<file path="config.mk">
export PLATFORM = sky130hd
export DESIGN_NAME = uct_channel
export DESIGN_NICKNAME = d
export VERILOG_FILES = /design/src/rtl/uct_pkg.sv /design/src/rtl/uct_channel.sv
export VERILOG_INCLUDE_DIRS = /design/src /design/src/rtl
export SDC_FILE = /design/constraint.sdc
export NUM_CORES = 1
export LEC_CHECK = 0
export ABC_CLOCK_PERIOD_IN_PS = 6500
export BUFFER_PORTS_ARGS = -buffer_cell sky130_fd_sc_hd__buf_2
export CORE_MARGIN = 3
export CORE_UTILIZATION = 50
export DETAILED_ROUTE_END_ITERATION = 8
export MAX_ROUTING_LAYER = met4
export PLACE_DENSITY = 0.66
export SLEW_MARGIN = 10
export SYNTH_ARGS = -nofsm -noshare
export SYNTH_HDL_FRONTEND = slang
export SYNTH_SLANG_ARGS = --single-unit
</file>
<file path="constraint.sdc">
create_clock -name clk_sys -period 6.5 [get_ports clk_sys]
set_input_delay 0.65 -clock clk_sys [delete_from_list [all_inputs] [get_ports clk_sys]]
set_output_delay 0.65 -clock clk_sys [all_outputs]
set_load 0.005 [all_outputs]
</file>
<file path="src/rtl/uct_map.svh">
`ifndef UCT_MAP_SVH
`define UCT_MAP_SVH

// Register offsets on the host port
`define UCT_OFS_DATA      4'h0
`define UCT_OFS_IRQ_EN    4'h1
`define UCT_OFS_FIFO_ISR  4'h2
`define UCT_OFS_LINE_CTL  4'h3
`define UCT_OFS_MODEM     4'h4
`define UCT_OFS_LINE_STS  4'h5
`define UCT_OFS_DIV_LO    4'h6
`define UCT_OFS_DIV_HI    4'h7
`define UCT_OFS_FEATURE   4'h8

// Field positions
`define UCT_FCR_FIFO_EN   0
`define UCT_FCR_TX_RST    2
`define UCT_FCR_BLOCK     3
`define UCT_IER_RX        0
`define UCT_IER_TX        1
`define UCT_LCR_STOP2     2
`define UCT_LCR_PAR_EN    3
`define UCT_LCR_PAR_EVEN  4
`define UCT_MCR_PRESCALE  7
`define UCT_FEATURE_CONTROL_REG_TX_EMPTY 3
`define UCT_LSR_DATA      0
`define UCT_LSR_THR_EMPTY 5
`define UCT_LSR_TX_EMPTY  6

// Interrupt source codes
`define UCT_ISR_NONE      8'h01
`define UCT_ISR_THR       8'h02
`define UCT_ISR_RX        8'h04
`define UCT_ISR_TIMEOUT   8'h0c

// Reset values
`define UCT_RST_BYTE      8'h00
`define UCT_RST_DIV       16'h0000

// Sizes and timing
`define UCT_FIFO_DEPTH    8'h80
`define UCT_HOLD_DEPTH    8'h01
`define UCT_PRESCALE_MAX  2'h3
`define UCT_BIT_TICKS     4'hf
`define UCT_WORD_BASE     4'h5
`define UCT_TO_CHARS      4
`define UCT_TO_EXTRA      12
`define UCT_TICKS_PER_BIT 16

`endif

</file>
<file path="src/rtl/uct_pkg.sv">
package uct_pkg;

    // Transmit shifter phases
    typedef enum logic [2:0] {
        UCT_TX_IDLE,
        UCT_TX_START,
        UCT_TX_DATA,
        UCT_TX_PARITY,
        UCT_TX_STOP
    } uct_tx_state_t;

endpackage : uct_pkg

</file>
<file path="src/rtl/uct_channel.sv">
// Local design decisions: the strobed register port and the placing of the registers.
`timescale 1ns/100ps
`default_nettype none
`include "uct_map.svh"

module uct_channel (
    // Clock and reset
    input  wire logic       clk_sys,
    input  wire logic       rst,
    // Host register port
    input  wire logic [3:0] reg_addr,
    input  wire logic [7:0] reg_wdata,
    input  wire logic       reg_wr,
    input  wire logic       reg_rd,
    output logic      [7:0] reg_rdata,
    // Trigger levels from the trigger selection logic
    input  wire logic [7:0] tx_trigger,
    input  wire logic [7:0] rx_trigger,
    // Receive FIFO status from the receiver, and the pop pulse back to it
    input  wire logic [7:0] rx_level,
    input  wire logic [7:0] rx_data,
    input  wire logic       rx_char_in,
    output logic            rx_pop,
    // Serial and status pins
    output logic            tx_serial,
    output logic            irq_tx,
    output logic            irq_rx,
    output logic            rx_ready_n,
    output logic            tx_ready_n,
    output logic            rx_timeout
);

    // Data bits per word from the line control length field
    function automatic logic [3:0] word_bits(input logic [7:0] lcr);
        word_bits = `UCT_WORD_BASE + {2'h0, lcr[1:0]};
    endfunction : word_bits

    // Software registers
    logic [7:0]  irq_enable_reg;       // Interrupt enables
    logic [7:0]  fifo_control_reg;     // FIFO enable and block mode
    logic [7:0]  line_control_reg;     // Framing
    logic [7:0]  modem_control_reg;    // Prescaler select
    logic [7:0]  feature_control_reg;  // Tx interrupt selection
    logic [7:0]  divisor_low_byte;     // Divisor low byte
    logic [7:0]  divisor_high_byte;    // Divisor high byte

    // Transmit FIFO storage and pointers
    logic [7:0]  tx_mem [0:127];       // Holding register plus FIFO
    logic [6:0]  tx_wptr_reg;          // Write pointer
    logic [6:0]  tx_rptr_reg;          // Read pointer
    logic [7:0]  tx_count_reg;         // Bytes held

    // Rate generation
    logic [1:0]  pre_cnt_reg;          // Prescaler count
    logic [15:0] div_cnt_reg;          // Divisor count
    logic        tick16_reg;           // 16x sample enable

    // Transmit shifter
    uct_pkg::uct_tx_state_t tx_state_reg;
    logic [7:0]  tx_shift_reg;         // Bits on their way out
    logic [3:0]  tick_cnt_reg;         // Ticks within one bit
    logic [3:0]  bit_cnt_reg;          // Data or stop bit index
    logic        parity_reg;           // Parity for current word

    // Flags and counters
    logic        thre_flag_reg;        // Latched holding-empty event
    logic        thr_empty_q_reg;      // Previous holding-empty level
    logic [9:0]  to_cnt_reg;           // Rx idle time in ticks

    // Decodes
    logic        fifo_en;
    logic        block_mode;
    logic [7:0]  tx_cap;
    logic        tx_push;
    logic        tx_pop;
    logic        tx_flush;
    logic        thr_empty;
    logic        tsr_empty;
    logic        bit_end;
    logic [15:0] divisor;
    logic [9:0]  to_limit;
    logic [7:0]  isr_value;
    logic        rx_irq_level;
    logic [7:0]  load_byte;
    logic [7:0]  load_mask;

    assign fifo_en    = fifo_control_reg[`UCT_FCR_FIFO_EN];
    // Block bit counts only with FIFOs on; otherwise single-character
    assign block_mode = fifo_en & fifo_control_reg[`UCT_FCR_BLOCK];
    // Non-FIFO mode uses one slot of the same array as holding register
    assign tx_cap     = fifo_en ? `UCT_FIFO_DEPTH : `UCT_HOLD_DEPTH;
    // Bus is sampled on clk_sys; a strobe acts once in each cycle it is high
    assign tx_push    = reg_wr & (reg_addr == `UCT_OFS_DATA)
                      & (tx_count_reg < tx_cap);
    assign tx_flush   = reg_wr & (reg_addr == `UCT_OFS_FIFO_ISR)
                      & (reg_wdata[`UCT_FCR_TX_RST]
                         | (reg_wdata[`UCT_FCR_FIFO_EN] != fifo_en));
    assign tx_pop     = (tx_state_reg == uct_pkg::UCT_TX_IDLE)
                      & (tx_count_reg != `UCT_RST_BYTE) & ~tx_flush;
    assign thr_empty  = (tx_count_reg == `UCT_RST_BYTE);
    assign tsr_empty  = thr_empty
                      & (tx_state_reg == uct_pkg::UCT_TX_IDLE);
    assign bit_end    = tick16_reg & (tick_cnt_reg == `UCT_BIT_TICKS);
    assign divisor    = {divisor_high_byte, divisor_low_byte};
    assign to_limit   = 10'((`UCT_TO_CHARS * word_bits(line_control_reg)
                        + `UCT_TO_EXTRA) * `UCT_TICKS_PER_BIT);
    assign rx_irq_level = fifo_en ? (rx_level >= rx_trigger)
                                  : (rx_level != `UCT_RST_BYTE);
    assign load_byte  = tx_mem[tx_rptr_reg];
    assign load_mask  = 8'(9'h0ff >> (4'h8 - word_bits(line_control_reg)));

    // Interrupt source code, highest priority first
    always_comb begin
        if (rx_timeout && irq_enable_reg[`UCT_IER_RX]) begin
            isr_value = `UCT_ISR_TIMEOUT;
        end else if (rx_irq_level && irq_enable_reg[`UCT_IER_RX]) begin
            isr_value = `UCT_ISR_RX;
        end else if (thre_flag_reg && irq_enable_reg[`UCT_IER_TX]) begin
            isr_value = `UCT_ISR_THR;
        end else begin
            isr_value = `UCT_ISR_NONE;
        end
    end

    // Software register writes
    always_ff @(posedge clk_sys or posedge rst) begin
        if (rst) begin
            irq_enable_reg      <= `UCT_RST_BYTE;
            fifo_control_reg    <= `UCT_RST_BYTE;
            line_control_reg    <= `UCT_RST_BYTE;
            modem_control_reg   <= `UCT_RST_BYTE;
            feature_control_reg <= `UCT_RST_BYTE;
            divisor_low_byte    <= `UCT_RST_BYTE;
            divisor_high_byte   <= `UCT_RST_BYTE;
        end else if (reg_wr) begin
            unique case (reg_addr)
                `UCT_OFS_IRQ_EN:   irq_enable_reg      <= reg_wdata;
                `UCT_OFS_FIFO_ISR: fifo_control_reg    <= reg_wdata;
                `UCT_OFS_LINE_CTL: line_control_reg    <= reg_wdata;
                `UCT_OFS_MODEM:    modem_control_reg   <= reg_wdata;
                `UCT_OFS_DIV_LO:   divisor_low_byte    <= reg_wdata;
                `UCT_OFS_DIV_HI:   divisor_high_byte   <= reg_wdata;
                `UCT_OFS_FEATURE:  feature_control_reg <= reg_wdata;
                default: ;
            endcase
        end
    end

    // Read data, valid the cycle after the strobe; unmapped reads zero
    always_ff @(posedge clk_sys or posedge rst) begin
        if (rst) begin
            reg_rdata <= `UCT_RST_BYTE;
        end else if (reg_rd) begin
            unique case (reg_addr)
                `UCT_OFS_DATA:     reg_rdata <= rx_data;
                `UCT_OFS_IRQ_EN:   reg_rdata <= irq_enable_reg;
                `UCT_OFS_FIFO_ISR: reg_rdata <= isr_value;
                `UCT_OFS_LINE_CTL: reg_rdata <= line_control_reg;
                `UCT_OFS_MODEM:    reg_rdata <= modem_control_reg;
                `UCT_OFS_LINE_STS: begin
                    reg_rdata <= `UCT_RST_BYTE;
                    reg_rdata[`UCT_LSR_DATA]      <=
                        (rx_level != `UCT_RST_BYTE);
                    reg_rdata[`UCT_LSR_THR_EMPTY] <= thr_empty;
                    reg_rdata[`UCT_LSR_TX_EMPTY]  <= tsr_empty;
                end
                `UCT_OFS_DIV_LO:   reg_rdata <= divisor_low_byte;
                `UCT_OFS_DIV_HI:   reg_rdata <= divisor_high_byte;
                `UCT_OFS_FEATURE:  reg_rdata <= feature_control_reg;
                default:           reg_rdata <= `UCT_RST_BYTE;
            endcase
        end else begin
            reg_rdata <= `UCT_RST_BYTE;
        end
    end

    // Receive pop pulse to the receiver on a data read
    always_ff @(posedge clk_sys or posedge rst) begin
        if (rst) begin
            rx_pop <= 1'b0;
        end else begin
            rx_pop <= reg_rd & (reg_addr == `UCT_OFS_DATA)
                    & (rx_level != `UCT_RST_BYTE);
        end
    end

    // Prescaler and divisor; the only clock is clk_sys
    // A zero divisor parks the generator, so nothing shifts
    always_ff @(posedge clk_sys or posedge rst) begin
        if (rst) begin
            pre_cnt_reg <= 2'h0;
            div_cnt_reg <= `UCT_RST_DIV;
            tick16_reg  <= 1'b0;
        end else begin
            tick16_reg <= 1'b0;
            if (!modem_control_reg[`UCT_MCR_PRESCALE]
                || pre_cnt_reg == `UCT_PRESCALE_MAX) begin
                pre_cnt_reg <= 2'h0;
                if (divisor == `UCT_RST_DIV) begin
                    div_cnt_reg <= `UCT_RST_DIV;
                end else if (div_cnt_reg >= divisor - 16'h1) begin
                    div_cnt_reg <= `UCT_RST_DIV;
                    tick16_reg  <= 1'b1;
                end else begin
                    div_cnt_reg <= div_cnt_reg + 16'h1;
                end
            end else begin
                pre_cnt_reg <= pre_cnt_reg + 2'h1;
            end
        end
    end

    // FIFO storage; no reset needed for data words
    always_ff @(posedge clk_sys) begin
        if (tx_push) begin
            tx_mem[tx_wptr_reg] <= reg_wdata;
        end
    end

    // FIFO pointers and fill count
    always_ff @(posedge clk_sys or posedge rst) begin
        if (rst) begin
            tx_wptr_reg  <= 7'h0;
            tx_rptr_reg  <= 7'h0;
            tx_count_reg <= `UCT_RST_BYTE;
        end else if (tx_flush) begin
            tx_wptr_reg  <= 7'h0;
            tx_rptr_reg  <= 7'h0;
            tx_count_reg <= `UCT_RST_BYTE;
        end else begin
            if (tx_push) begin
                tx_wptr_reg <= tx_wptr_reg + 7'h1;
            end
            if (tx_pop) begin
                tx_rptr_reg <= tx_rptr_reg + 7'h1;
            end
            if (tx_push && !tx_pop) begin
                tx_count_reg <= tx_count_reg + 8'h1;
            end else if (tx_pop && !tx_push) begin
                tx_count_reg <= tx_count_reg - 8'h1;
            end
        end
    end

    // Tick counter within one bit cell
    always_ff @(posedge clk_sys or posedge rst) begin
        if (rst) begin
            tick_cnt_reg <= 4'h0;
        end else if (tx_pop) begin
            tick_cnt_reg <= 4'h0;
        end else if (tick16_reg) begin
            tick_cnt_reg <= tick_cnt_reg + 4'h1;
        end
    end

    // Transmit shifter sequence
    always_ff @(posedge clk_sys or posedge rst) begin
        if (rst) begin
            tx_state_reg <= uct_pkg::UCT_TX_IDLE;
            tx_shift_reg <= `UCT_RST_BYTE;
            bit_cnt_reg  <= 4'h0;
            parity_reg   <= 1'b0;
        end else begin
            unique case (tx_state_reg)
                uct_pkg::UCT_TX_IDLE: begin
                    if (tx_pop) begin
                        tx_shift_reg <= load_byte & load_mask;
                        // Even parity: xor of data; odd: its inverse
                        parity_reg   <= ^(load_byte & load_mask)
                            ^ ~line_control_reg[`UCT_LCR_PAR_EVEN];
                        tx_state_reg <= uct_pkg::UCT_TX_START;
                    end
                end
                uct_pkg::UCT_TX_START: begin
                    if (bit_end) begin
                        bit_cnt_reg  <= 4'h0;
                        tx_state_reg <= uct_pkg::UCT_TX_DATA;
                    end
                end
                uct_pkg::UCT_TX_DATA: begin
                    if (bit_end) begin
                        tx_shift_reg <= {1'b0, tx_shift_reg[7:1]};
                        bit_cnt_reg  <= bit_cnt_reg + 4'h1;
                        if (bit_cnt_reg == word_bits(line_control_reg)
                            - 4'h1) begin
                            bit_cnt_reg  <= 4'h0;
                            tx_state_reg <=
                                line_control_reg[`UCT_LCR_PAR_EN]
                                ? uct_pkg::UCT_TX_PARITY
                                : uct_pkg::UCT_TX_STOP;
                        end
                    end
                end
                uct_pkg::UCT_TX_PARITY: begin
                    if (bit_end) begin
                        tx_state_reg <= uct_pkg::UCT_TX_STOP;
                    end
                end
                uct_pkg::UCT_TX_STOP: begin
                    if (bit_end) begin
                        bit_cnt_reg <= bit_cnt_reg + 4'h1;
                        // Idle only after the last stop cell ends
                        if (!line_control_reg[`UCT_LCR_STOP2]
                            || bit_cnt_reg != 4'h0) begin
                            tx_state_reg <= uct_pkg::UCT_TX_IDLE;
                        end
                    end
                end
            endcase
        end
    end

    // Serial line level, idle high
    always_ff @(posedge clk_sys or posedge rst) begin
        if (rst) begin
            tx_serial <= 1'b1;
        end else begin
            unique case (tx_state_reg)
                uct_pkg::UCT_TX_START:  tx_serial <= 1'b0;
                uct_pkg::UCT_TX_DATA:   tx_serial <= tx_shift_reg[0];
                uct_pkg::UCT_TX_PARITY: tx_serial <= parity_reg;
                default:                tx_serial <= 1'b1;
            endcase
        end
    end

    // Holding-empty event flag; a new event beats a clear
    always_ff @(posedge clk_sys or posedge rst) begin
        if (rst) begin
            thr_empty_q_reg <= 1'b1;
            thre_flag_reg   <= 1'b0;
        end else begin
            thr_empty_q_reg <= thr_empty;
            if (thr_empty && !thr_empty_q_reg) begin
                thre_flag_reg <= 1'b1;
            end else if (tx_push
                || (reg_rd && reg_addr == `UCT_OFS_FIFO_ISR
                    && isr_value == `UCT_ISR_THR)) begin
                thre_flag_reg <= 1'b0;
            end
        end
    end

    // Receive idle timer, counted in 16x ticks
    always_ff @(posedge clk_sys or posedge rst) begin
        if (rst) begin
            to_cnt_reg <= 10'h0;
            rx_timeout <= 1'b0;
        end else if (rx_char_in || rx_pop
                     || rx_level == `UCT_RST_BYTE) begin
            to_cnt_reg <= 10'h0;
            rx_timeout <= 1'b0;
        end else if (tick16_reg) begin
            if (to_cnt_reg >= to_limit - 10'h1) begin
                rx_timeout <= 1'b1;
            end else begin
                to_cnt_reg <= to_cnt_reg + 10'h1;
            end
        end
    end

    // Interrupt pins, one cycle behind their causes
    always_ff @(posedge clk_sys or posedge rst) begin
        if (rst) begin
            irq_tx <= 1'b0;
            irq_rx <= 1'b0;
        end else begin
            if (!fifo_en) begin
                irq_tx <= irq_enable_reg[`UCT_IER_TX]
                    & (feature_control_reg[`UCT_FEATURE_CONTROL_REG_TX_EMPTY]
                       ? tsr_empty : thr_empty);
            end else begin
                irq_tx <= irq_enable_reg[`UCT_IER_TX]
                    & ((tx_count_reg < tx_trigger)
                       | (feature_control_reg[`UCT_FEATURE_CONTROL_REG_TX_EMPTY]
                          ? tsr_empty : thr_empty));
            end
            irq_rx <= irq_enable_reg[`UCT_IER_RX]
                & (rx_irq_level | (fifo_en & rx_timeout));
        end
    end

    // Receive-ready pin
    always_ff @(posedge clk_sys or posedge rst) begin
        if (rst) begin
            rx_ready_n <= 1'b1;
        end else if (!block_mode) begin
            rx_ready_n <= (rx_level == `UCT_RST_BYTE);
        end else if (rx_level == `UCT_RST_BYTE) begin
            rx_ready_n <= 1'b1;
        end else if (rx_level >= rx_trigger || rx_timeout) begin
            rx_ready_n <= 1'b0;
        end
    end

    // Transmit-ready pin
    always_ff @(posedge clk_sys or posedge rst) begin
        if (rst) begin
            tx_ready_n <= 1'b0;
        end else if (!block_mode) begin
            tx_ready_n <= ~thr_empty;
        end else begin
            tx_ready_n <= (tx_count_reg == `UCT_FIFO_DEPTH);
        end
    end

endmodule : uct_channel
`default_nettype wire

</file>
* Word level (Yosys, flattened, before mapping)
Memory sizes are Yosys's and may differ from the RTL's. Index checks and enable logic that the tools add are counted.
Cells by class: shift operators 1, add/subtract/negate cells 15, order comparisons 5, eq/ne operators 27, reductions and logical operators 50, bitwise operators 23, multiplexer cells 56
Operator list (number):
- $pmux W8 S9 | 1
- $mux W8 | 7
- $mux W16 | 2
- $mux W10 | 3
- $mux W4 | 7
- $mux W7 | 4
- $mux W3 | 9
- $reduce_and A2 Y1 | 10
- $mux W1 | 17
- $add A16 B1 Y16 const B | 1
- $eq A4 B3 Y1 const B | 4
- $ge A16 B16 Y1 | 1
- $logic_not A16 Y1 | 1
- $logic_not A8 Y1 | 2
- $lt A8 B8 Y1 | 2
- $ne A2 B2 Y1 const B | 8
- $pmux W8 S2 | 1
- $reduce_bool A8 Y1 | 2
- $sub A16 B1 Y16 const B | 1
- $and A1 B1 Y1 | 15
- $pmux W3 S5 | 1
- $add A7 B1 Y7 const B | 2
- $reduce_bool A2 Y1 | 7
- $pmux W4 S3 | 1
- 42 further kinds | 68
Word-level totals: logic and storage cells 207, memory bits (writable) 1024, bits in registers 140, memories kept 1, output and inout bits 15, bits of input ports 49
Memories:
- tx_mem | depth 128, bits a word 8, rd ports 1, clocked after Yosys merged registers in 0, write ports 1, line uct_channel.sv:48 | logic [7:0] tx_mem [0:127];

* Longest topological paths before layout
Gate-level depths: netlist (run 1).
depth in word-level cells 10, gate-level depth with buffers 18, depth with buffers taken out 16

* Least setup slack after synthesis (run 1)
Ideal clock, no wire load.
kind input -> register, start point input reg_addr[0], end point register tx_count_reg[7], cell stages on the path 17, buffers on the path 3, setup time 132 ps, required time 6368 ps, arrival time 3699 ps, path slack 2669 ps, path through clkbuf_1 -> or3_1 -> clkbuf_1 -> nor2_1 -> and4b_1 -> clkbuf_1 -> nand2_1 -> ha_1 -> a21o_1 -> a21oi_1 -> o21bai_1 -> a21oi_1 -> o21bai_1 -> a21oi_1 -> mux2i_1 -> xnor2_1 -> nor2_1
On the way: word-level cells in the longest chain between the ends 9, elaborated cells between the ends (all ways) 15, those cells by class eq/ne: 1; mux: 2; bitwise: 6; reduce/logical: 6
RTL lines:
- start: declaration | line uct_channel.sv:11 | input wire logic [3:0] reg_addr,
- $eq A4 B2 Y1
- $and A1 B1 Y1 (2 in series) | line uct_channel.sv:95 | assign tx_flush = reg_wr & (reg_addr == `UCT_OFS_FIFO_ISR)
- $not A1 Y1 | line uct_channel.sv:99 | & (tx_count_reg != `UCT_RST_BYTE) & ~tx_flush;
- $and A1 B1 Y1 | line uct_channel.sv:98 | assign tx_pop = (tx_state_reg == uct_pkg::UCT_TX_IDLE)
- $logic_not A1 Y1 | line uct_channel.sv:237 | if (tx_push && !tx_pop) begin
- $logic_and A1 B1 Y1 | line uct_channel.sv:237
- $mux W8 | line uct_channel.sv:237
- $mux W8 | line uct_channel.sv:226 | end else if (tx_flush) begin
- end signal: assignment | line uct_channel.sv:225 | tx_count_reg <= `UCT_RST_BYTE;
- end signal: assignment | line uct_channel.sv:229 | tx_count_reg <= `UCT_RST_BYTE;
- end signal: assignment | line uct_channel.sv:238 | tx_count_reg <= tx_count_reg + 8'h1;
- end: declaration | line uct_channel.sv:51 | logic [7:0] tx_count_reg;
Several ways; a longest one is shown, not always the timed one. A chain may end at the register's enable or synchronous reset.

* Final worst setup path (run 1)
start point register tx_rptr_reg[0], end point register parity_reg
On the way: word-level cells in the longest chain between the ends 4
RTL lines:
- start: declaration | line uct_channel.sv:50 | logic [6:0] tx_rptr_reg;
- start signal: assignment | line uct_channel.sv:235 | tx_rptr_reg <= tx_rptr_reg + 7'h1;
- $mem_v2 Z128 W8
- $and A8 B8 Y8 | line uct_channel.sv:269 | parity_reg <= ^(load_byte & load_mask)
- $reduce_xor A8 Y1 | line uct_channel.sv:269
- $xor A1 B1 Y1 | line uct_channel.sv:269
- end signal: assignment | line uct_channel.sv:269
- end: declaration | line uct_channel.sv:63 | logic parity_reg;
No other way between the ends.

==> results by group, run 1 <==
Worst setup path
  • Arr. time, crit path: 5.45 ns
  • Slowest CP cell: dfrtp_4
  • Startpoint types: flop
  • Top Family by Delay on Critical Path: multiplexers
  • Crit path cell chain: buf_4 > mux4_1 > mux4_2 > mux2i_1 > nor2_1 > a21oi_1 > nor2_1 > a311o_1 > xor2_1 > xnor2_1 > xnor3_1 > a21oi_1
  • Worst reg2reg startpoint: tx_rptr_reg[0]
  • R2R depth: 12
  • Setup CP Type: flop to flop
  • CP Depth: 12
  • Critical path endpoint category: flop
  • Peak fanout along the critical path: 51
  • Reg-to-reg critical path endpoint: parity_reg
  • CP max stage delay: 1.11 ns
  • Required time worst endpoint: 7.11 ns
  • Crit path buffers/inverters: 1
  • Worst Setup SP: tx_rptr_reg[0]
  • Worst R2R Setup Slack: 1.67 ns

Finish
  • Max reg flops: 1024
  • Ratio of cells with drive above 1 in the final layout: 21.7%
  • Most common cell after layout, fill and taps aside: edfxtp_1
  • Layout Nets: 2791
  • Syn-to-layout area delta: 11.3%
  • Most frequent cells in the layout: edfxtp_1 (1024), mux4_2 (250), nor2_1 (234)

Yosys
  • #FFs+latches synth: 1162
  • Synth cell types: 75
  • Synth area leaders: edfxtp_1 (64%), mux4_2 (12%), dfrtp_1 (7.1%), nor2_1 (1.8%), mux4_1 (1.5%)
  • Mapped Nets: 2696
  • Async SR Flop Fraction: 11.9%
  • Area leader, netlist: edfxtp_1
  • EDFF count, synth: 1024
  • Register area share after synthesis: 71.4%
  • Post-synthesis cell area: 47900 µm²
  • Post-Syn Instances: 2590
  • Avg Cell Area, Syn: 18.5 µm²
  • Yosys Warn Count: 0
  • Share of the synthesized area in the top cell type: 64.2%
  • Main flop type after synthesis: edfxtp_1

Hold path
  • Worst hold path type: primary input to async pin

Placement
  • Pre-CTS WS: 1.73 ns
  • Routability cong.: 0.880
  • Port buffer count: 63
  • Detailed placement HPWL: 69600 µm

STA
  • Max Transition Viols Final: 0
  • Maximum operating frequency: 207 MHz
  • Fin crit period: 4.83 ns
  • Count of final setup violators: 0
  • Setup_tns: 0 ns
  • Post-route setup slack: 1.67 ns
  • Max_slew headroom: 17.0%
  • Period utilisation layout: 74.4%
  • Final Hold Viols: 0
  • Measured slew at the worst slew-check pin: 1.24 ns
  • Setup Skew: 0.0281 ns
  • RSZ-0062 raised after global routing: false

Floorplan
  • Ports: 64
  • FP Rows: 112
  • Chip height: 316 µm
  • Die width: 316 µm
  • Initial core utilization: 50.9%
  • Core area: 94200 µm²
  • DIE AREA: 99600 µm²

Status
  • Status: finished clean

Route
  • Initial DRT Pass Iterations: 7
  • ANT nets after route: 0
  • Via Count: 24.9k
  • Routed vias/inst: 6.17
  • WL/cell: 27.7 µm
  • DRT Wirelength: 112000 µm
  • DRC: 0
  • Initial DRC count: 2639

Global route
  • First-pass GRT wire length: 167000 µm
  • Largest net degree at the start of global routing: 88
  • Gr usage total: 23.6%
  • Initial antenna violation count: 3
  • Grt ovf: 0
  • Vias in the first global route: 25.3k

Clock tree
  • Worst skew pair latency: 0.70 ns
  • Post-CTS Setup Inserts: 0
  • CTS Hold Bufs: 0
  • Clock slew at reported path FFs: 0.07 ns
  • Cts bufs inserted: 116
  • Root cell of the clock tree: clkbuf_16
  • Clk sinks: 1162
  • Post-CTS sizing: 0
  • Htree depth: 3
  • CTS tree: yes
  • Clock Tree Buf Depth: 3

Power
  • Cell Int Power: 14.9 mW
  • NetSw: 6.36 mW
  • Power share of the sequential group: 41.5%
  • Clock power frac: 31.2%
  • Combinational share of power: 27.3%
  • P_leak: 17.9 nW
  • Peak VDD IR: 282 µV
  • Net Sw Frac: 30.0%
  • PwrDens: 398 nW/µm²

Run
  • # Max-Cap Violations: 0
[routing by layer]
layer	GRT usage, %	vias up	part of all wire (%)
met1	32.3	13000	41
li1	-	10600	-
met2	35.8	1152	48
met3	5.00	194	8.4
met5	-	-	0
met4	7.43	0	3.0
[area by class of cell]
cell class                      count  area, µm²
Clock inverter                     70        631
Timing Repair Buffer               99        681
Inverter                           44        170
Sequential cell                  1162      34200
Multi-Input combinational cell   1262      12800
Clock buffer                      147       3180
Antenna cell                        3       7.51
Fill cell                        7076      40900
Tap cell                         1254       1570
[power groups by stage]
stage | Clock, mW | Sequential [mW] | Combinational (mW)
floorplan | 0 | 8.60 | 4.36
global placement | 0 | 8.94 | 5.75
detailed placement | 0 | 8.95 | 5.81
CTS | 6.73 | 8.80 | 5.84
global route | 7.05 | 8.84 | 6.16
finish | 6.62 | 8.80 | 5.80
[logic make-up after synthesis]
family                   after synthesis  synth area share (%)
AO/OA/AOI/OAI                        240                  3.36
XOR/XNOR                              55                  1.05
adder cells (fa/ha/maj)               57                  1.50
buffers and inverters                166                  1.80
flip-flops                          1162                  71.4
multiplexers                         411                  16.2
AND/OR/NAND/NOR                      499                  4.64
[worst max path at each step]
stage                          end
floorplan           bit_cnt_reg[0]
finish                  parity_reg
CTS                     parity_reg
global placement        parity_reg
detailed placement      parity_reg
global route            parity_reg
[metrics by stage]
step | cell area (µm²) | std cells | total power, mW | hold slack (ns) | utilization (%)
after floorplan | 47900 | 2590 | 13.0 | 0.410 | -
after global placement | 49500 | 3821 | 14.7 | 0.422 | 52.6
after detailed placement | 49500 | 3821 | 14.8 | 0.426 | 52.6
after CTS | 53300 | 4038 | 21.4 | 0.0472 | 56.6
after global routing | 53300 | 4041 | 22.1 | 0.0678 | 56.6
final | 53300 | 4041 | 21.2 | 0.0438 | 56.6
[synthesized netlist by cell type, types with 10 or more instances]
| cell type | instances |
|---|---|
| clkbuf_1 | 50 |
| a22oi_1 | 10 |
| a31oi_1 | 22 |
| nand2_1 | 108 |
| buf_2 | 26 |
| xor2_1 | 25 |
| nand3_1 | 36 |
| buf_4 | 23 |
| mux4_1 | 28 |
| o21ai_0 | 52 |
| a21oi_1 | 44 |
| mux4_2 | 250 |
| nor3_1 | 20 |
| inv_1 | 42 |
| nand2b_1 | 13 |
| buf_1 | 11 |
| or3_1 | 11 |
| nand4_1 | 10 |
| a211oi_1 | 12 |
| edfxtp_1 | 1024 |
| and3_1 | 14 |
| nor2b_1 | 21 |
| mux2i_1 | 69 |
| a21o_1 | 22 |
| mux2_2 | 64 |
| dfrtp_1 | 135 |
| ha_1 | 56 |
| nor2_1 | 235 |
| xnor2_1 | 28 |
Power figures use the tool's default switching activity.
==> run 2: changes to the inputs <==
Settings changed: ABC_CLOCK_PERIOD_IN_PS 6500 to 4450.
Clock period 6.5 ns to 4.45 ns, I/O delays scaled along.
==> results by group, run 2 (synthesis results as in run 1) <==
Placement
  • Routability cong.: 0.883
  • DP Cell Count: 3941
  • Detailed placement HPWL: 73100 µm
  • Placement Cell Area: 50500 µm²
  • Port buffer count: 63
  • Pre-CTS WS: 0.258 ns

Power
  • Tot Pwr: 31.8 mW
  • Cell Int Power: 22.3 mW
  • Combinational share of power: 27.6%
  • Power share of the sequential group: 40.6%
  • NetSw: 9.42 mW
  • PwrDens: 583 nW/µm²
  • Peak VDD IR: 336 µV
  • Clock power frac: 31.8%
  • P_leak: 18.6 nW
  • Net Sw Frac: 29.7%

Worst setup path
  • Setup CP Type: flop to flop
  • R2R depth: 10
  • Critical path endpoint category: flop
  • Arr. time, crit path: 4.89 ns
  • Peak fanout along the critical path: 30
  • Worst reg2reg startpoint: tx_rptr_reg[0]
  • CP endpoint: parity_reg
  • Worst Setup SP: tx_rptr_reg[0]
  • Required time worst endpoint: 5.08 ns
  • Reg-to-reg critical path endpoint: parity_reg
  • Worst R2R Setup Slack: 0.19 ns
  • Startpoint types: flop

Route
  • Initial DRC count: 3059
  • DRT Wirelength: 116000 µm
  • Routed vias/inst: 6.21
  • WL/cell: 27.9 µm
  • DRC: 0
  • ANT nets after route: 0
  • Via Count: 25.8k
  • Initial DRT Pass Iterations: 5

Floorplan
  • Initial core utilization: 50.9%
  • FP Rows: 112
  • Core area: 94200 µm²
  • DIE AREA: 99600 µm²
  • Die width: 316 µm
  • Ports: 64
  • Chip height: 316 µm

Clock tree
  • Post-CTS Setup Inserts: 0
  • Root cell of the clock tree: clkbuf_16
  • Clock slew at reported path FFs: 0.07 ns
  • Htree depth: 3
  • Worst skew pair latency: 0.70 ns
  • Clock Tree Buf Depth: 3
  • Clk sinks: 1162
  • Cts bufs inserted: 114
  • Post-CTS sizing: 0
  • CTS tree: yes

Hold path
  • Worst hold path type: primary input to flop

Finish
  • Most frequent cells in the layout: edfxtp_1 (1024), mux4_2 (250), nor2_1 (234)
  • Multi-input gate area: 12800 µm²
  • Filler cells: 6957
  • Syn-to-layout area delta: 13.6%
  • Ratio of cells with drive above 1 in the final layout: 25.2%
  • Max reg flops: 1024
  • Design area: 54400 µm²
  • Most common cell after layout, fill and taps aside: edfxtp_1
  • Layout Nets: 2910
  • Fin cells: 4161
  • Register area: 34200 µm²

Global route
  • Largest net degree at the start of global routing: 110
  • First-pass GRT wire length: 173000 µm
  • Grt ovf: 0
  • Gr usage total: 24.3%
  • Initial antenna violation count: 2
  • Vias in the first global route: 26.0k

STA
  • Post-route setup slack: 0.192 ns
  • RSZ-0062 raised after global routing: false
  • Maximum operating frequency: 235 MHz
  • Final Hold Viols: 0
  • Max Transition Viols Final: 0
  • Count of final setup violators: 0
  • Fin crit period: 4.26 ns
  • Measured slew at the worst slew-check pin: 1.32 ns
  • Period utilisation layout: 95.7%
  • Setup Skew: 0.0224 ns
  • Max_slew headroom: 12.3%
  • Setup_tns: 0 ns

Status
  • Status: finished clean

Run
  • # Max-Cap Violations: 0
[run 2: cell count changes in the layout (fill, tap and decap cells not counted), sizes merged]
| cell | delta |
|---|---|
| buf | +120 |
| clkbuf | -9 |
| clkinvlp | +9 |
| bufinv | +8 |
| clkinv | -7 |
| diode | -1 |
| dlygate4sd3 | +1 |
| inv | -1 |
[run 2: worst min path at each step]
stage	start	endpoint	cells past startpoint
floorplan	pre_cnt_reg[0]	pre_cnt_reg[0]	1
global placement	pre_cnt_reg[0]	pre_cnt_reg[0]	1
detailed placement	pre_cnt_reg[0]	pre_cnt_reg[0]	1
CTS	reg_rd	rx_pop	2
global route	reg_rd	rx_pop	2
finish	reg_rd	rx_pop	2
[run 2: layout make-up]
type	count	area share, %
inverter	44	0.313
multi-input combinational	1262	23.6
clock buffer	138	5.63
sequential	1162	62.9
timing repair buffer	220	3.06
antenna	2	0.00919
clock inverter	79	1.65
tap	1254	2.88
[run 2: power groups by stage]
stage | clock [mW] | combinational, mW | sequential (mW)
floorplan | 0 | 6.38 | 12.6
global placement | 0 | 8.63 | 13.1
detailed placement | 0 | 8.74 | 13.1
CTS | 10.3 | 8.80 | 12.9
global route | 10.7 | 9.31 | 12.9
finish | 10.1 | 8.76 | 12.9
[run 2: stage by stage]
step | util [%] | hold slack (ns)
after floorplan | - | 0.410
after global placement | 53.6 | 0.421
after detailed placement | 53.6 | 0.427
after CTS | 57.8 | 0.00676
after global routing | 57.8 | 0.0285
final | 57.8 | 0.0644
[run 2: per-layer routing]
| metal | vias to the layer above | share of wire, % | track usage, % |
|---|---|---|---|
| met1 | 13600 | 41 | 33.7 |
| met3 | 222 | 7.7 | 4.15 |
| li1 | 10900 | - | - |
| met5 | - | 0 | - |
| met2 | 1162 | 48 | 38.0 |
| met4 | 0 | 2.6 | 6.44 |
[run 2: worst max-delay path, stage by stage (launching register included)]
cell	delay (ns)
dfrtp_4	0.90
buf_12	0.24
buf_4	0.26
mux4_2	0.56
mux4_2	0.54
a2111oi_0	0.77
o31ai_1	0.19
nand3_1	0.17
xnor2_1	0.14
xnor3_1	0.25
a21oi_1	0.15
[run 2: timing repair]
item                                    4_1_cts  5_1_grt
endpoints found under the setup margin        0        0
endpoints found under the hold margin        71        0
hold buffers                                  1        0
==> run 3: changes to the inputs <==
Settings changed: CORE_MARGIN 3 to default.
==> results by group, run 3 (synthesis results as in run 1) <==
Status
  • Status: finished clean

Worst setup path
  • Slowest CP cell: dfrtp_4
  • Worst reg2reg startpoint: tx_rptr_reg[1]
  • Setup CP Type: flop to flop
  • Crit path cell chain: buf_12 > buf_12 > mux4_2 > mux4_2 > o21ai_0 > o21ai_1 > o41ai_2 > xnor2_1 > xnor2_2 > xnor3_1 > a21oi_1
  • Crit path buffers/inverters: 2
  • Arr. time, crit path: 4.65 ns
  • Peak fanout along the critical path: 45
  • Top Family by Delay on Critical Path: flip-flops
  • Required time worst endpoint: 5.06 ns
  • Startpoint types: flop
  • Worst Setup SP: tx_rptr_reg[1]
  • Critical path endpoint category: flop
  • CP max stage delay: 0.93 ns

Finish
  • Fin cells: 4166
  • Most common cell after layout, fill and taps aside: edfxtp_1
  • Ratio of cells with drive above 1 in the final layout: 24.6%
  • Layout Nets: 2910
  • Syn-to-layout area delta: 13.3%
  • Most frequent cells in the layout: edfxtp_1 (1024), mux4_2 (250), nor2_1 (234)
  • N_diodes: 0
  • Max reg flops: 1024

STA
  • Measured slew at the worst slew-check pin: 1.08 ns
  • RSZ-0062 raised after global routing: false
  • Final Hold Viols: 0
  • Setup_tns: 0 ns
  • Max Transition Viols Final: 0
  • Hold_ws: 0.0462 ns
  • Count of final setup violators: 0
  • Post-route setup slack: 0.413 ns
  • Max_slew headroom: 27.8%
  • Maximum operating frequency: 248 MHz
  • Setup Skew: 0.0192 ns
  • Fin crit period: 4.04 ns
  • Period utilisation layout: 90.7%

Clock tree
  • Root cell of the clock tree: clkbuf_16
  • Clock slew at reported path FFs: 0.06 ns
  • Clock Tree Buf Depth: 3
  • Htree depth: 3
  • Worst skew pair latency: 0.69 ns
  • Clk sinks: 1162
  • Post-CTS sizing: 0
  • CTS tree: yes
  • Cts bufs inserted: 116

Global route
  • Initial antenna violation count: 0
  • Vias in the first global route: 26.0k
  • Grt ovf: 0
  • Largest net degree at the start of global routing: 102
  • First-pass GRT wire length: 170000 µm
  • Gr usage total: 24.3%

Route
  • Initial DRC count: 2492
  • Routed vias/inst: 6.10
  • Initial DRT Pass Iterations: 5
  • Via Count: 25.4k
  • DRC: 0
  • ANT nets after route: 0
  • DRT Wirelength: 113000 µm
  • WL/cell: 27.2 µm

Floorplan
  • Core area: 95000 µm²
  • Ports: 64
  • Initial core utilization: 50.4%
  • FP Rows: 113
  • DIE AREA: 97000 µm²
  • Chip height: 312 µm
  • Die width: 312 µm

Hold path
  • HP Start: reg_rd
  • Worst hold path type: primary input to flop

Placement
  • Port buffer count: 63
  • DP Cell Count: 3950
  • Detailed placement HPWL: 71700 µm
  • Pre-CTS WS: 0.460 ns
  • Routability cong.: 0.913

Power
  • PwrDens: 576 nW/µm²
  • Peak VDD IR: 398 µV
  • P_leak: 18.5 nW

Run
  • # Max-Cap Violations: 0
==> run 3: cell count changes in the layout (fill, tap and decap cells not counted), sizes merged, moves of 2 or more <==
cell,change
buf,-2
diode,-2
bufinv,-6
clkinv,-6
clkinvlp,-6
clkbuf,+17
==> run 3: power by group <==
part / total [mW] / switching [mW] / leakage [nW] / internal (mW)
combinational: 8.75 / 4.62 / 5.68 / 4.12
clock: 9.79 / 4.05 / 1.86 / 5.74
sequential: 12.7 / 0.556 / 11.0 / 12.2
==> run 3: final cells by class <==
cell class	count	area, µm²
Fill cell	7019	40700
Clock inverter	60	602
Multi-Input combinational cell	1262	12800
Inverter	44	170
Sequential cell	1162	34200
Timing Repair Buffer	218	1640
Clock buffer	155	3210
Tap cell	1265	1580
==> run 3: final timing paths <==
| kind | endpoint | slack, ns | cells past startpoint |
|---|---|---|---|
| max | parity_reg | 0.41 | 11 |
| min | rx_pop | 0.05 | 2 |
| max reg2reg | parity_reg | 0.41 | 11 |
| min reg2reg | pre_cnt_reg[0] | 0.43 | 1 |
| max in group asynchronous | div_cnt_reg[11] | 2.82 | 4 |
| min in group asynchronous | tx_count_reg[2] | 0.48 | 3 |
==> run 3: stage by stage <==
| stage | power (mW) | instance area (µm²) | util (%) |
|---|---|---|---|
| detailed placement | 21.7 | 50400 | 53.1 |
| CTS | 31.4 | 54300 | 57.1 |
| global placement | 21.6 | 50400 | 53.1 |
| finish | 31.3 | 54300 | 57.1 |
| global route | 32.4 | 54300 | 57.1 |
| floorplan | 18.9 | 47900 | - |
==> run 3: metal layers <==
| layer | part of all wire [%] | track usage (%) |
|---|---|---|
| met5 | 0 | - |
| met4 | 2.6 | 7.19 |
| met3 | 6.7 | 3.55 |
| met2 | 49 | 38.4 |
| met1 | 42 | 33.1 |
==> run 3: timing repair <==
action                                  in CTS  in global routing
hold buffers                                 1                  0
endpoints found under the hold margin       13                  0
setup buffers                                0                  0
endpoints found under the setup margin       0                  0
